==> config.mk <==
export PLATFORM = sky130hd
export DESIGN_NAME = buck_dvs_decay_sequencer
export DESIGN_NICKNAME = d
export VERILOG_FILES = /design/src/buck_seq_pkg.sv /design/src/buck_dvs_decay_sequencer.sv /design/src/rail_switch_ctrl.sv /design/src/step_tick_divider.sv
export SDC_FILE = /design/constraint.sdc
export NUM_CORES = 1
export LEC_CHECK = 0
export BUFFER_PORTS_ARGS = -buffer_cell sky130_fd_sc_hd__buf_2
export CORE_UTILIZATION = 60
export CTS_CLUSTER_SIZE = 20
export DETAILED_ROUTE_END_ITERATION = 6
export GPL_ROUTABILITY_DRIVEN = 0
export PLACE_DENSITY = 0.8
export REMOVE_ABC_BUFFERS = 1
export SLEW_MARGIN = 15
export SYNTH_ARGS = -nofsm -noshare
export SYNTH_HDL_FRONTEND = slang
export SYNTH_SLANG_ARGS = --single-unit
==> constraint.sdc <==
create_clock -name ref_clk -period 5.72 [get_ports ref_clk]
set_input_delay 0 -clock ref_clk [delete_from_list [all_inputs] [get_ports ref_clk]]
set_output_delay 0 -clock ref_clk [all_outputs]
set_load 0.02 [all_outputs]
==> src/buck_seq_pkg.sv <==
// shared constants for the six-rail voltage sequencer
package buck_seq_pkg;
   localparam int NUM_RAILS = 6;
   localparam int CODE_W = 7;
   localparam int CLK_PERIOD_PS = 5000;
   // stepping and soft-start times in ns, as specified
   localparam int STEP_FINE_NS = 3000;
   localparam int STEP_COARSE_NS = 6000;
   localparam int SOFT_START_NS = 200000;
   // cycle counts, least times rounded up
   localparam int STEP_FINE_CYC = (STEP_FINE_NS * 1000 + CLK_PERIOD_PS - 1) / CLK_PERIOD_PS;
   localparam int STEP_COARSE_CYC = (STEP_COARSE_NS * 1000 + CLK_PERIOD_PS - 1) / CLK_PERIOD_PS;
   localparam int SOFT_START_CYC = (SOFT_START_NS * 1000 + CLK_PERIOD_PS - 1) / CLK_PERIOD_PS;
   localparam int MIN_ON_CYC = 20;
   // special codes
   localparam logic [6:0] CODE_OFF = 7'h00;
   localparam logic [6:0] CODE_MIN = 7'h01;
   localparam logic [6:0] CODE_HALF_VOLT = 7'h04;
   // register map, byte addresses
   localparam logic [7:0] ADDR_CTRL_BASE = 8'h00;
   localparam logic [7:0] ADDR_STAT_BASE = 8'h20;
   localparam logic [7:0] ADDR_IRQ_STAT = 8'h40;
   localparam logic [7:0] ADDR_IRQ_MASK = 8'h44;
   // control register fields
   localparam int CTRL_TARGET_LSB = 0;
   localparam int CTRL_DECAY_BIT = 7;
   localparam int CTRL_COARSE_BIT = 8;
   // status register fields
   localparam int STAT_CODE_LSB = 0;
   localparam int STAT_MOVING_BIT = 8;
   localparam int STAT_SWITCHING_BIT = 9;
   localparam int STAT_PWM_BIT = 10;
   // reset values
   localparam logic [6:0] TARGET_RESET = 7'h00;
   localparam logic [5:0] IRQ_MASK_RESET = 6'h00;
   // sequencer states
   typedef enum logic [2:0] {
      RAIL_OFF,
      RAIL_SOFTSTART,
      RAIL_STEP,
      RAIL_DECAY,
      RAIL_IDLE
   } rail_state_type;
endpackage

==> src/buck_dvs_decay_sequencer.sv <==
// six-rail voltage-code sequencer with register slave and switch control
//
// Decided for this implementation: the register offsets and register access over Avalon-MM.
module buck_dvs_decay_sequencer #(
   parameter int SOFT_START_CYCLES = buck_seq_pkg::SOFT_START_CYC,
   parameter int FINE_CYCLES = buck_seq_pkg::STEP_FINE_CYC,
   parameter int COARSE_CYCLES = buck_seq_pkg::STEP_COARSE_CYC,
   parameter int MIN_ON_CYCLES = buck_seq_pkg::MIN_ON_CYC
) (
   // clock and reset
   input wire logic ref_clk,
   input wire logic rst,
   // avalon-mm slave
   input wire logic [7:0] address,
   input wire logic read,
   input wire logic write,
   input wire logic [31:0] writedata,
   input wire logic [3:0] byteenable,
   output logic [31:0] readdata,
   output logic waitrequest,
   // interrupt
   output logic irq,
   // per-rail analog comparator inputs
   input wire logic [buck_seq_pkg::NUM_RAILS-1:0] belowThreshold,
   input wire logic [buck_seq_pkg::NUM_RAILS-1:0] peakLimit,
   input wire logic [buck_seq_pkg::NUM_RAILS-1:0] negLimit,
   input wire logic [buck_seq_pkg::NUM_RAILS-1:0] zeroCross,
   input wire logic [buck_seq_pkg::NUM_RAILS-1:0] outBelowHalfVolt,
   input wire logic [buck_seq_pkg::NUM_RAILS-1:0] outBelowOverVolt,
   input wire logic [buck_seq_pkg::NUM_RAILS-1:0] outAboveCode,
   input wire logic [buck_seq_pkg::NUM_RAILS-1:0] powerGoodRaw,
   // per-rail outputs
   output logic [buck_seq_pkg::NUM_RAILS-1:0] highSide,
   output logic [buck_seq_pkg::NUM_RAILS-1:0] lowSide,
   output logic [buck_seq_pkg::NUM_RAILS-1:0] power_good_flag,
   output logic [buck_seq_pkg::NUM_RAILS-1:0] pwmForced,
   output logic [buck_seq_pkg::NUM_RAILS*buck_seq_pkg::CODE_W-1:0] voltage_id_code
);
   import buck_seq_pkg::*;

   if (SOFT_START_CYCLES < 1 || SOFT_START_CYCLES > 1048575) begin : g_chk
      $error("buck_dvs_decay_sequencer: SOFT_START_CYCLES out of range");
   end

   logic fineTick, coarseTick;
   logic [NUM_RAILS-1:0] moveDone, switchEnable, railMoving, railPwm;
   logic [NUM_RAILS-1:0] ctrlWrite;
   logic [NUM_RAILS-1:0] rail_decay_enable_q, rail_decay_enable_d;
   logic [NUM_RAILS-1:0] stepCoarse_q, stepCoarse_d;
   logic [CODE_W-1:0] rail_target_code_q [NUM_RAILS];
   logic [CODE_W-1:0] rail_target_code_d [NUM_RAILS];
   logic [CODE_W-1:0] railCode [NUM_RAILS];
   logic [NUM_RAILS-1:0] irqStat_q, irqStat_d, irqMask_q, irqMask_d;
   logic waitrequest_d, irq_d;
   logic [31:0] readdata_d;
   logic accessNow, writeNow, readLoad;
   logic [NUM_RAILS-1:0] power_good_flag_d, pwmForced_d;

   // step enables shared by all rails
   step_tick_divider #(
      .FINE_CYCLES(FINE_CYCLES),
      .COARSE_CYCLES(COARSE_CYCLES)
   ) u_ticks (
      .ref_clk(ref_clk),
      .rst(rst),
      .fineTick(fineTick),
      .coarseTick(coarseTick)
   );

   // bus handshake: one wait cycle, write lands at the edge waitrequest is low
   always_comb begin
      accessNow = (read || write) && !waitrequest;
      writeNow = write && !waitrequest;
      readLoad = read && waitrequest;
      waitrequest_d = !((read || write) && waitrequest);
   end

   // control register decode, one word per rail
   always_comb begin
      rail_decay_enable_d = rail_decay_enable_q;
      stepCoarse_d = stepCoarse_q;
      irqMask_d = irqMask_q;
      for (int r = 0; r < NUM_RAILS; r++) begin
         rail_target_code_d[r] = rail_target_code_q[r];
         ctrlWrite[r] = writeNow && (address == ADDR_CTRL_BASE + 8'(4 * r));
         if (ctrlWrite[r] && byteenable[0]) begin
            rail_target_code_d[r] = writedata[CTRL_TARGET_LSB +: CODE_W];
            rail_decay_enable_d[r] = writedata[CTRL_DECAY_BIT];
         end
         if (ctrlWrite[r] && byteenable[1]) begin
            stepCoarse_d[r] = writedata[CTRL_COARSE_BIT];
         end
      end
      if (writeNow && address == ADDR_IRQ_MASK && byteenable[0]) begin
         irqMask_d = writedata[NUM_RAILS-1:0];
      end
   end

   // sticky move-done flags; a new event beats a same-cycle clear
   always_comb begin
      irqStat_d = irqStat_q;
      if (writeNow && address == ADDR_IRQ_STAT && byteenable[0]) begin
         irqStat_d = irqStat_q & ~writedata[NUM_RAILS-1:0];
      end
      irqStat_d = irqStat_d | moveDone;
      irq_d = |(irqStat_d & irqMask_d);
   end

   // read mux; unmapped addresses read as zero
   always_comb begin
      readdata_d = readLoad ? 32'h0000_0000 : readdata;
      if (readLoad) begin
         for (int r = 0; r < NUM_RAILS; r++) begin
            if (address == ADDR_CTRL_BASE + 8'(4 * r)) begin
               readdata_d[CTRL_TARGET_LSB +: CODE_W] = rail_target_code_q[r];
               readdata_d[CTRL_DECAY_BIT] = rail_decay_enable_q[r];
               readdata_d[CTRL_COARSE_BIT] = stepCoarse_q[r];
            end
            if (address == ADDR_STAT_BASE + 8'(4 * r)) begin
               readdata_d[STAT_CODE_LSB +: CODE_W] = railCode[r];
               readdata_d[STAT_MOVING_BIT] = railMoving[r];
               readdata_d[STAT_SWITCHING_BIT] = switchEnable[r];
               readdata_d[STAT_PWM_BIT] = railPwm[r];
            end
         end
         if (address == ADDR_IRQ_STAT) begin
            readdata_d[NUM_RAILS-1:0] = irqStat_q;
         end
         if (address == ADDR_IRQ_MASK) begin
            readdata_d[NUM_RAILS-1:0] = irqMask_q;
         end
      end
   end

   // bus-side registers
   always_ff @(posedge ref_clk) begin
      if (rst) begin
         waitrequest <= 1'b1;
         readdata <= 32'h0000_0000;
         irq <= 1'b0;
         irqStat_q <= '0;
         irqMask_q <= IRQ_MASK_RESET;
         rail_decay_enable_q <= '0;
         stepCoarse_q <= '0;
         for (int r = 0; r < NUM_RAILS; r++) begin
            rail_target_code_q[r] <= TARGET_RESET;
         end
      end else begin
         waitrequest <= waitrequest_d;
         readdata <= readdata_d;
         irq <= irq_d;
         irqStat_q <= irqStat_d;
         irqMask_q <= irqMask_d;
         rail_decay_enable_q <= rail_decay_enable_d;
         stepCoarse_q <= stepCoarse_d;
         for (int r = 0; r < NUM_RAILS; r++) begin
            rail_target_code_q[r] <= rail_target_code_d[r];
         end
      end
   end

   // per-rail code sequencer and switch control
   for (genvar g = 0; g < NUM_RAILS; g++) begin : g_rail
      rail_state_type state_q, state_d;
      logic [CODE_W-1:0] code_q, code_d, goal;
      logic [19:0] ssCnt_q, ssCnt_d;
      logic waitCatch_q, waitCatch_d;
      logic tick, done_d;

      // zero target means ramp to minimum code and then stop
      always_comb begin
         tick = stepCoarse_q[g] ? coarseTick : fineTick;
         goal = (rail_target_code_q[g] == CODE_OFF) ? CODE_MIN : rail_target_code_q[g];
      end

      always_comb begin
         state_d = state_q;
         code_d = code_q;
         ssCnt_d = ssCnt_q;
         waitCatch_d = waitCatch_q;
         done_d = 1'b0;
         case (state_q)
            RAIL_OFF: begin
               code_d = CODE_MIN;
               if (goal > CODE_MIN) begin
                  if (outBelowHalfVolt[g]) begin
                     state_d = RAIL_SOFTSTART;
                     ssCnt_d = 20'(SOFT_START_CYCLES - 1);
                  end else begin
                     state_d = RAIL_STEP;
                  end
               end
            end
            RAIL_SOFTSTART: begin
               // target changes here are taken up once stepping begins
               if (ssCnt_q == 20'h00000 && tick) begin
                  code_d = CODE_HALF_VOLT;
                  state_d = RAIL_STEP;
               end else if (ssCnt_q != 20'h00000) begin
                  ssCnt_d = ssCnt_q - 20'h00001;
               end
            end
            RAIL_DECAY: begin
               if (goal > code_q) begin
                  // output may still sit above the code: hold switches off
                  state_d = RAIL_STEP;
                  waitCatch_d = 1'b1;
               end else begin
                  code_d = goal;
                  if (outBelowOverVolt[g]) begin
                     state_d = (rail_target_code_q[g] == CODE_OFF) ? RAIL_OFF : RAIL_IDLE;
                     done_d = 1'b1;
                  end
               end
            end
            RAIL_STEP: begin
               if (waitCatch_q && !outAboveCode[g]) begin
                  waitCatch_d = 1'b0;
               end
               if (goal < code_q && rail_decay_enable_q[g]) begin
                  state_d = RAIL_DECAY;
                  code_d = goal;
                  waitCatch_d = 1'b0;
               end else if (goal == code_q) begin
                  state_d = (rail_target_code_q[g] == CODE_OFF) ? RAIL_OFF : RAIL_IDLE;
                  done_d = 1'b1;
                  waitCatch_d = 1'b0;
               end else if (tick) begin
                  // redirect from present code on any target change
                  code_d = (goal > code_q) ? code_q + 7'h01 : code_q - 7'h01;
               end
            end
            RAIL_IDLE: begin
               if (goal != code_q) begin
                  if (goal < code_q && rail_decay_enable_q[g]) begin
                     state_d = RAIL_DECAY;
                     code_d = goal;
                  end else begin
                     state_d = RAIL_STEP;
                  end
               end
            end
            default: begin
               state_d = RAIL_OFF;
            end
         endcase
      end

      always_ff @(posedge ref_clk) begin
         if (rst) begin
            state_q <= RAIL_OFF;
            code_q <= CODE_MIN;
            ssCnt_q <= 20'h00000;
            waitCatch_q <= 1'b0;
            moveDone[g] <= 1'b0;
         end else begin
            state_q <= state_d;
            code_q <= code_d;
            ssCnt_q <= ssCnt_d;
            waitCatch_q <= waitCatch_d;
            moveDone[g] <= done_d;
         end
      end

      // decay, the stopped state and the catch-up wait keep both switches off
      always_comb begin
         railCode[g] = code_q;
         railMoving[g] = (state_q == RAIL_STEP) || (state_q == RAIL_SOFTSTART) || (state_q == RAIL_DECAY);
         switchEnable[g] = (state_q != RAIL_OFF) && (state_q != RAIL_DECAY) && !waitCatch_q;
         railPwm[g] = railMoving[g] && !rail_decay_enable_q[g];
         power_good_flag_d[g] = powerGoodRaw[g] && (state_q == RAIL_IDLE);
         pwmForced_d[g] = railPwm[g];
      end

      rail_switch_ctrl #(
         .MIN_ON_CYCLES(MIN_ON_CYCLES)
      ) u_sw (
         .ref_clk(ref_clk),
         .rst(rst),
         .enable(switchEnable[g]),
         .forcePwm(railPwm[g]),
         .belowThreshold(belowThreshold[g]),
         .peakLimit(peakLimit[g]),
         .negLimit(negLimit[g]),
         .zeroCross(zeroCross[g]),
         .highSide(highSide[g]),
         .lowSide(lowSide[g])
      );
   end

   // registered rail status outputs
   always_ff @(posedge ref_clk) begin
      if (rst) begin
         power_good_flag <= '0;
         pwmForced <= '0;
         voltage_id_code <= '0;
      end else begin
         power_good_flag <= power_good_flag_d;
         pwmForced <= pwmForced_d;
         for (int r = 0; r < NUM_RAILS; r++) begin
            voltage_id_code[r*CODE_W +: CODE_W] <= railCode[r];
         end
      end
   end
endmodule // buck_dvs_decay_sequencer

==> src/rail_switch_ctrl.sv <==
// one rail's high-side / low-side switch pulse decisions
module rail_switch_ctrl #(
   parameter int MIN_ON_CYCLES = buck_seq_pkg::MIN_ON_CYC
) (
   // clock and reset
   input wire logic ref_clk,
   input wire logic rst,
   // control from the sequencer
   input wire logic enable,
   input wire logic forcePwm,
   // analog comparators
   input wire logic belowThreshold,
   input wire logic peakLimit,
   input wire logic negLimit,
   input wire logic zeroCross,
   // switch drives
   output logic highSide,
   output logic lowSide
);
   import buck_seq_pkg::*;

   if (MIN_ON_CYCLES < 1 || MIN_ON_CYCLES > 255) begin : g_chk
      $error("rail_switch_ctrl: MIN_ON_CYCLES out of range");
   end

   logic [7:0] onCnt_q, onCnt_d;
   logic highSide_d, lowSide_d, lsBlocked_q, lsBlocked_d;
   logic minOnDone;

   always_comb begin
      minOnDone = (onCnt_q >= 8'(MIN_ON_CYCLES));
      highSide_d = highSide;
      lowSide_d = lowSide;
      lsBlocked_d = lsBlocked_q;
      onCnt_d = onCnt_q;
      if (!enable) begin
         // both switches off: no regulation at all
         highSide_d = 1'b0;
         lowSide_d = 1'b0;
         lsBlocked_d = 1'b0;
         onCnt_d = 8'h00;
      end else if (highSide) begin
         onCnt_d = minOnDone ? onCnt_q : onCnt_q + 8'h01;
         if ((minOnDone && !belowThreshold) || peakLimit) begin
            highSide_d = 1'b0;
            lowSide_d = 1'b1;
            lsBlocked_d = 1'b0;
         end
      end else if (belowThreshold) begin
         // new pulse ends any low-side phase
         highSide_d = 1'b1;
         lowSide_d = 1'b0;
         onCnt_d = 8'h00;
      end else begin
         // pwm keeps low side on through negative current; pfm stops at zero
         if (negLimit || (!forcePwm && zeroCross)) begin
            lsBlocked_d = 1'b1;
         end
         lowSide_d = lowSide && !lsBlocked_d && !(negLimit || (!forcePwm && zeroCross));
      end
   end

   always_ff @(posedge ref_clk) begin
      if (rst) begin
         highSide <= 1'b0;
         lowSide <= 1'b0;
         lsBlocked_q <= 1'b0;
         onCnt_q <= 8'h00;
      end else begin
         highSide <= highSide_d;
         lowSide <= lowSide_d;
         lsBlocked_q <= lsBlocked_d;
         onCnt_q <= onCnt_d;
      end
   end
endmodule // rail_switch_ctrl

==> src/step_tick_divider.sv <==
// divider making the fine and coarse code-step enable pulses
module step_tick_divider #(
   parameter int FINE_CYCLES = buck_seq_pkg::STEP_FINE_CYC,
   parameter int COARSE_CYCLES = buck_seq_pkg::STEP_COARSE_CYC
) (
   // clock and reset
   input wire logic ref_clk,
   input wire logic rst,
   // step enables
   output logic fineTick,
   output logic coarseTick
);
   import buck_seq_pkg::*;

   if (FINE_CYCLES < 2 || COARSE_CYCLES < 2 || FINE_CYCLES > 65535 || COARSE_CYCLES > 65535) begin : g_chk
      $error("step_tick_divider: cycle counts out of range");
   end

   logic [15:0] fineCnt_q, fineCnt_d, coarseCnt_q, coarseCnt_d;
   logic fineTick_d, coarseTick_d;

   // free-running counters; pulse on wrap
   always_comb begin
      fineTick_d = (fineCnt_q == 16'(FINE_CYCLES - 1));
      coarseTick_d = (coarseCnt_q == 16'(COARSE_CYCLES - 1));
      fineCnt_d = fineTick_d ? 16'h0000 : fineCnt_q + 16'h0001;
      coarseCnt_d = coarseTick_d ? 16'h0000 : coarseCnt_q + 16'h0001;
   end

   always_ff @(posedge ref_clk) begin
      if (rst) begin
         fineCnt_q <= 16'h0000;
         coarseCnt_q <= 16'h0000;
         fineTick <= 1'b0;
         coarseTick <= 1'b0;
      end else begin
         fineCnt_q <= fineCnt_d;
         coarseCnt_q <= coarseCnt_d;
         fineTick <= fineTick_d;
         coarseTick <= coarseTick_d;
      end
   end
endmodule // step_tick_divider
# Yosys cells after proc, flatten, opt, wreduce, memory -nomap -nowiden
# Memories as Yosys holds them, arrays and structs flattened.
# Index checks and enable logic that the tools add are counted.
classes:
  n_mul: 0
  n_div: 0
  n_bitwise: 16
  shifts: 0
  n_mux: 360
  eq_ne: 159
  magnitude_cmp: 24
  add_sub_neg: 26
  reduce_logical: 260
ops:
  columns: ["operator", "count"]
  rows:
  - ["$mux 7", 72]
  - ["$mux 20", 24]
  - ["$pmux 20 s2", 6]
  - ["$pmux 7 s5", 6]
  - ["$mux 3", 55]
  - ["$mux 8", 18]
  - ["$mux 1", 141]
  - ["$ne 2x2->1 const B", 66]
  - ["$logic_not 20->1", 6]
  - ["$reduce_bool 20->1", 6]
  - ["$sub 20x1->20 const B", 6]
  - ["$logic_and 1x1->1", 91]
  - ["$pmux 3 s5", 6]
  - ["$mux 9", 8]
  - ["$ne 3x3->1 const B", 24]
  - ["$reduce_and 5->1", 12]
  - ["$add 8x1->8 const B", 6]
  - ["$eq 8x6->1 const B", 6]
  - ["$ge 8x5->1 const B", 6]
  - ["$logic_not 1->1", 44]
  - ["$add 7x1->7 const B", 6]
  - ["$eq 7x7->1", 6]
  - ["$gt 7x1->1 const B", 6]
  - ["$gt 7x7->1", 6]
  - ["37 further kinds", 212]
word_totals:
  reg_bits: 383
  input_bits: 96
  ramBits: 42
  wordCells: 924
  mem_bits_ro: 0
  latch_bits: 0
  output_inout_bits: 100
  n_memories: 1
mem_list:
  columns: ["name", "depth", "width", "read_ports", "rd_ports_with_merged_regs", "wr", "line_no", "text"]
  rows:
  - ["rail_target_code_q", 6, 7, 6, 0, 6, "buck_dvs_decay_sequencer.sv:50", "logic [CODE_W-1:0] rail_target_code_q [NUM_RAILS];"]

# Depth between registers and ports, before layout
logic_depth:
  word_depth: 21
  mapped_depth: 19
  depth_no_buf: 18

# Cells and area by module
# Synthesis repeated with hierarchy kept, for this count alone.
unflattened:
  cells_unflattened: 2852
  area_unflattened_um2: 23452.5
modules_own_cells:
  columns: ["module", "seq_area_each_um2", "n_inst", "area_each_um2", "cells_each"]
  rows:
  - ["buck_dvs_decay_sequencer", 6506.2, 1, 18647.9, 2313]
  - ["rail_switch_ctrl", 220.2, 6, 544.3, 62]
  - ["step_tick_divider", 680.7, 1, 1539.0, 167]

# Least setup slack after synthesis
# No wires, ideal clock.
synth_path:
  path_kind: "register to register"
  from: "mem rail_target_code_q[1][1]"
  to: "reg g_rail[1].code_q[6]"
  stages_incl_launch_ff: 17
  t_required_ps: 5572
  slack_ps: 1625
  synth_period_minus_slack_ps: 4095
  setup_ps: 148
  path_buffers: 1
  arrival_time_ps: 3947
  cell_sequence: "dfxtp_1 nor4_1 a21oi_1 ha_1 maj3_1 o21ai_0 a21boi_0 or2_2 clkbuf_1 ha_1 nor2b_1 o31a_1 o21a_1 or3_1 a211o_1 a32oi_1 o32ai_1"
synth_rtl:
  columns: ["item", "line_no", "text"]
  rows:
  - ["from (decl)", "buck_dvs_decay_sequencer.sv:50", null]
  - ["to (signal assigned)", "buck_dvs_decay_sequencer.sv:258", "code_q <= code_d;"]
  - ["to (decl)", "buck_dvs_decay_sequencer.sv:165", "logic [CODE_W-1:0] code_q, code_d, goal;"]

==> results.py <==
metrics = {
    "outcome": {
        "outcome": "complete, no violations",
    },
    "hold_path": {
        "hold_depth": 4,
        "hp-class": "input pin to flip-flop",
    },
    "routing": {
        "via_count": 21890,
        "wire_per_inst_um": 18.52,
        "wl_mm": 64.61,
        "viasPerCell": 6.274,
        "drc_errors": 0,
        "first_iter_violations": 1960,
        "firstDrtPassIters": 7,
        "ant_nets": 0,
    },
    "floorplanning": {
        "core_region_area_um2": 37670,
        "rows": 71,
        "die_area_um2": 39090,
        "die_w_um": 197.7,
        "die_h_um": 197.7,
        "ios": 196,
        "start_util_pct": 61.02,
    },
    "power_and_ir_drop": {
        "pwr_density_cell_nw_per_um2": 320.1,
        "switching_power_mw": 2.534,
        "power_frac_comb_pct": 23.9,
        "clkPwrFrac_pct": 38.2,
        "swShare_pct": 30.29,
        "leakage_nw": 10.09,
        "power_frac_seq_pct": 37.9,
        "vdd_drop_max_v": 0.0002556,
        "power.internal_mw": 5.831,
    },
    "clocking": {
        "cts_setup_buffers": 0,
        "cts_made_buffers": 45,
        "cts_tree": "yes",
        "cts_root_buffer": "clkbuf_16",
        "clock_sink_count": 425,
        "cts_max_level": 2,
        "clk_latency_ns": 0.59,
        "clk_pin_slew_ns": 0.06,
        "clockBufferDepth": 3,
    },
    "sta": {
        "slew_headroom_pct": 16.20,
        "finalCritPeriodShare_pct": 79.43,
        "finClkSkew_ns": 0.01681,
        "worstMarginPinSlew_ns": 1.246,
        "drv_slew": 0,
        "min_period_ns": 4.543,
        "finalWorstSetupSlack_ns": 1.177,
        "setup_violations": 0,
        "rsz0062_at_grt": "false",
        "fmax_mhz": 220.1,
        "hold_violations": 0,
        "fin_tns_setup_ns": 0,
    },
    "placement": {
        "dp_slack_ns": 1.294,
        "hpwl_mm": 45.16,
        "io_buffers": 149,
        "numPlacedInstances": 3332,
    },
    "synthesis": {
        "syn_area_um2": 22980,
        "synth_cell_types": 102,
        "ys_seq_elements": 425,
        "avgSynthCellArea_um2": 8.211,
        "synth_cells": 2799,
        "synth_edf_count": 0,
        "yosys_warnings": 0,
        "yosysSeqAreaShare_pct": 37.02,
        "synth-async-reset-ratio_pct": 0,
        "synth_flop_cell": "dfxtp_1",
    },
    "setup_path": {
        "rr_worst_depth": 15,
        "crit_chain": "nor4_1, a21oi_1, ha_1, maj3_1, o21ai_0, a21boi_0, or2_2, ha_1, nor2b_1, o31a_1, o21a_1, or3_1, a211o_1, a32oi_1, o32ai_1",
        "cp.required_ns": 6.15,
        "critPathMaxFanout": 11,
        "crit_path_end_kind": "flip-flop",
        "slowest_delay_ns": 0.50,
        "startpoint_type": "flip-flop",
        "ff2ff_setup_slack_ns": 1.18,
        "crit_path_top_delay_cell": "nor4_1",
        "worst_path_most_repeated_cell": "ha_1",
        "criticalPathCategory": "flip-flop to flip-flop",
        "crit_arrival_ns": 4.97,
    },
    "grt": {
        "antenna_found_initial": 7,
        "grt_pass1_wl_mm": 103.7,
        "globalRoute.totalOverflow": 0,
        "grt_pass1_vias": 20558,
        "grt_usage_pct": 32.50,
        "grt_max_degree": 100,
    },
    "cells_and_area": {
        "fill_cells": 2992,
        "final_cell_mix": "dfxtp_1 (425), nor2_1 (391), nand2_1 (227)",
        "syn2layout_area_growth_pct": 13.69,
        "fin_cells": 3489,
        "final_net_count": 3116,
        "drive_above_1_share_pct": 10.06,
        "final_common_cell": "dfxtp_1",
    },
    "flow_run": {
        "cap_violations": 0,
    },
}
==> kinds of logic after synthesis <==
logic type                 count (synthesis)  share of synthesized area (%)
buffers and inverters                    261                          4.818
DFF                                      425                          37.02
other                                      1                        0.01632
xor gates and xnor gates                 167                          6.364
muxes                                     66                          3.021
and+or+nand+nor                         1107                          23.65
AOI/OAI and AO/OA                        684                          20.17
adders and majority gates                 88                          4.943
==> timing repair <==
action                     4_1_cts  5_1_grt
gates resized for setup          0        0
hold endpoints to repair       195        0
setup endpoints to repair        0        0
hold buffers                    68        0
==> worst max-delay path, delay by kind of cell (launching register included) <==
kind | cells | cell delay [ns]
AOI/OAI and AO/OA | 8 | 1.60
adders and majority gates | 3 | 0.97
DFF | 1 | 0.41
and+or+nand+nor | 4 | 1.40
==> synthesized netlist by cell type, types with 28 or more instances <==
master	count	area, µm²
ha_1	78	975.9
dfxtp_1	425	8508
nor4_1	40	250.2
mux2i_1	57	570.6
o21ai_0	107	535.5
nand2_1	227	852.1
a211oi_1	30	225.2
nor2_1	391	1468
nor3_1	60	300.3
nand2b_1	36	225.2
clkbuf_1	116	435.4
nor2b_1	52	325.3
xnor2_1	71	621.9
and3_1	35	219.0
nand4_1	29	181.4
a31oi_1	28	175.2
a21oi_1	207	1036
inv_1	103	386.6
a22oi_1	28	210.2
buf_4	33	247.7
xor2_1	96	840.8
nand3_1	77	385.4
==> worst paths after layout <==
check,startpoint,to
worst max-delay path,rail_target_code_q[1][1],g_rail[1].code_q[6]
worst min-delay path,address[7],flip-flop
worst max register to register,rail_target_code_q[1][1],g_rail[1].code_q[6]
worst min register to register,u_ticks.fineCnt_q[0],u_ticks.fineCnt_q[0]
==> final cells by class <==
class | instances | area (µm²) | share of cell area [%]
antenna | 7 | 17.52 | 0.06704
clock buffer | 60 | 1305 | 4.994
clock inverter | 22 | 319.1 | 1.221
timing repair buffer | 227 | 1508 | 5.770
multi-input combinational | 2133 | 13440 | 51.45
tap | 511 | 639.4 | 2.447
sequential | 425 | 8508 | 32.56
inverter | 104 | 390.4 | 1.494
==> stage by stage <==
step	area, µm²	hold slack (ns)	total power, mW	util, %
final	26130	0.05324	8.365	69.37
after global routing	26130	0.06308	8.718	69.37
after floorplan	22340	0.06669	4.619	-
after CTS	26110	0.003191	8.347	69.33
after global placement	23810	0.2062	5.047	63.21
after detailed placement	23810	0.2081	5.107	63.21
==> state kept, by name, summed over array words and instances, names as in the netlist, 16 cells and up, named ones only <==
| name | cells |
|---|---|
| g_rail.code_q | 42 |
| g_rail.ssCnt_q | 120 |
| u_ticks.coarseCnt_q | 16 |
| u_ticks.fineCnt_q | 16 |
| voltage_id_code | 42 |
| rail_target_code_q | 42 |
| g_rail.state_q | 18 |
| g_rail.u_sw.onCnt_q | 48 |
==> power groups by stage <==
stage                     clock network [mW]  logic (mW)  registers (mW)
after detailed placement                   0        1.88            3.23
final                                   3.19        2.00            3.17
after global routing                    3.36        2.18            3.18
after floorplan                            0        1.40            3.22
after CTS                               3.23        1.95            3.16
after global placement                     0        1.82            3.22
==> per-layer routing <==
| metal | wire [µm] | up-vias | global-route usage [%] |
|---|---|---|---|
| li1 | - | 10294 | - |
| met1 | 26000 | 10259 | 41.27 |
| met2 | 29200 | 1099 | 52.26 |
| met3 | 6029 | 236 | 6.762 |
| met4 | 3370 | 2 | 16.34 |
| met5 | 13 | - | 0 |
No activity file was read; power rests on OpenSTA's default activity.
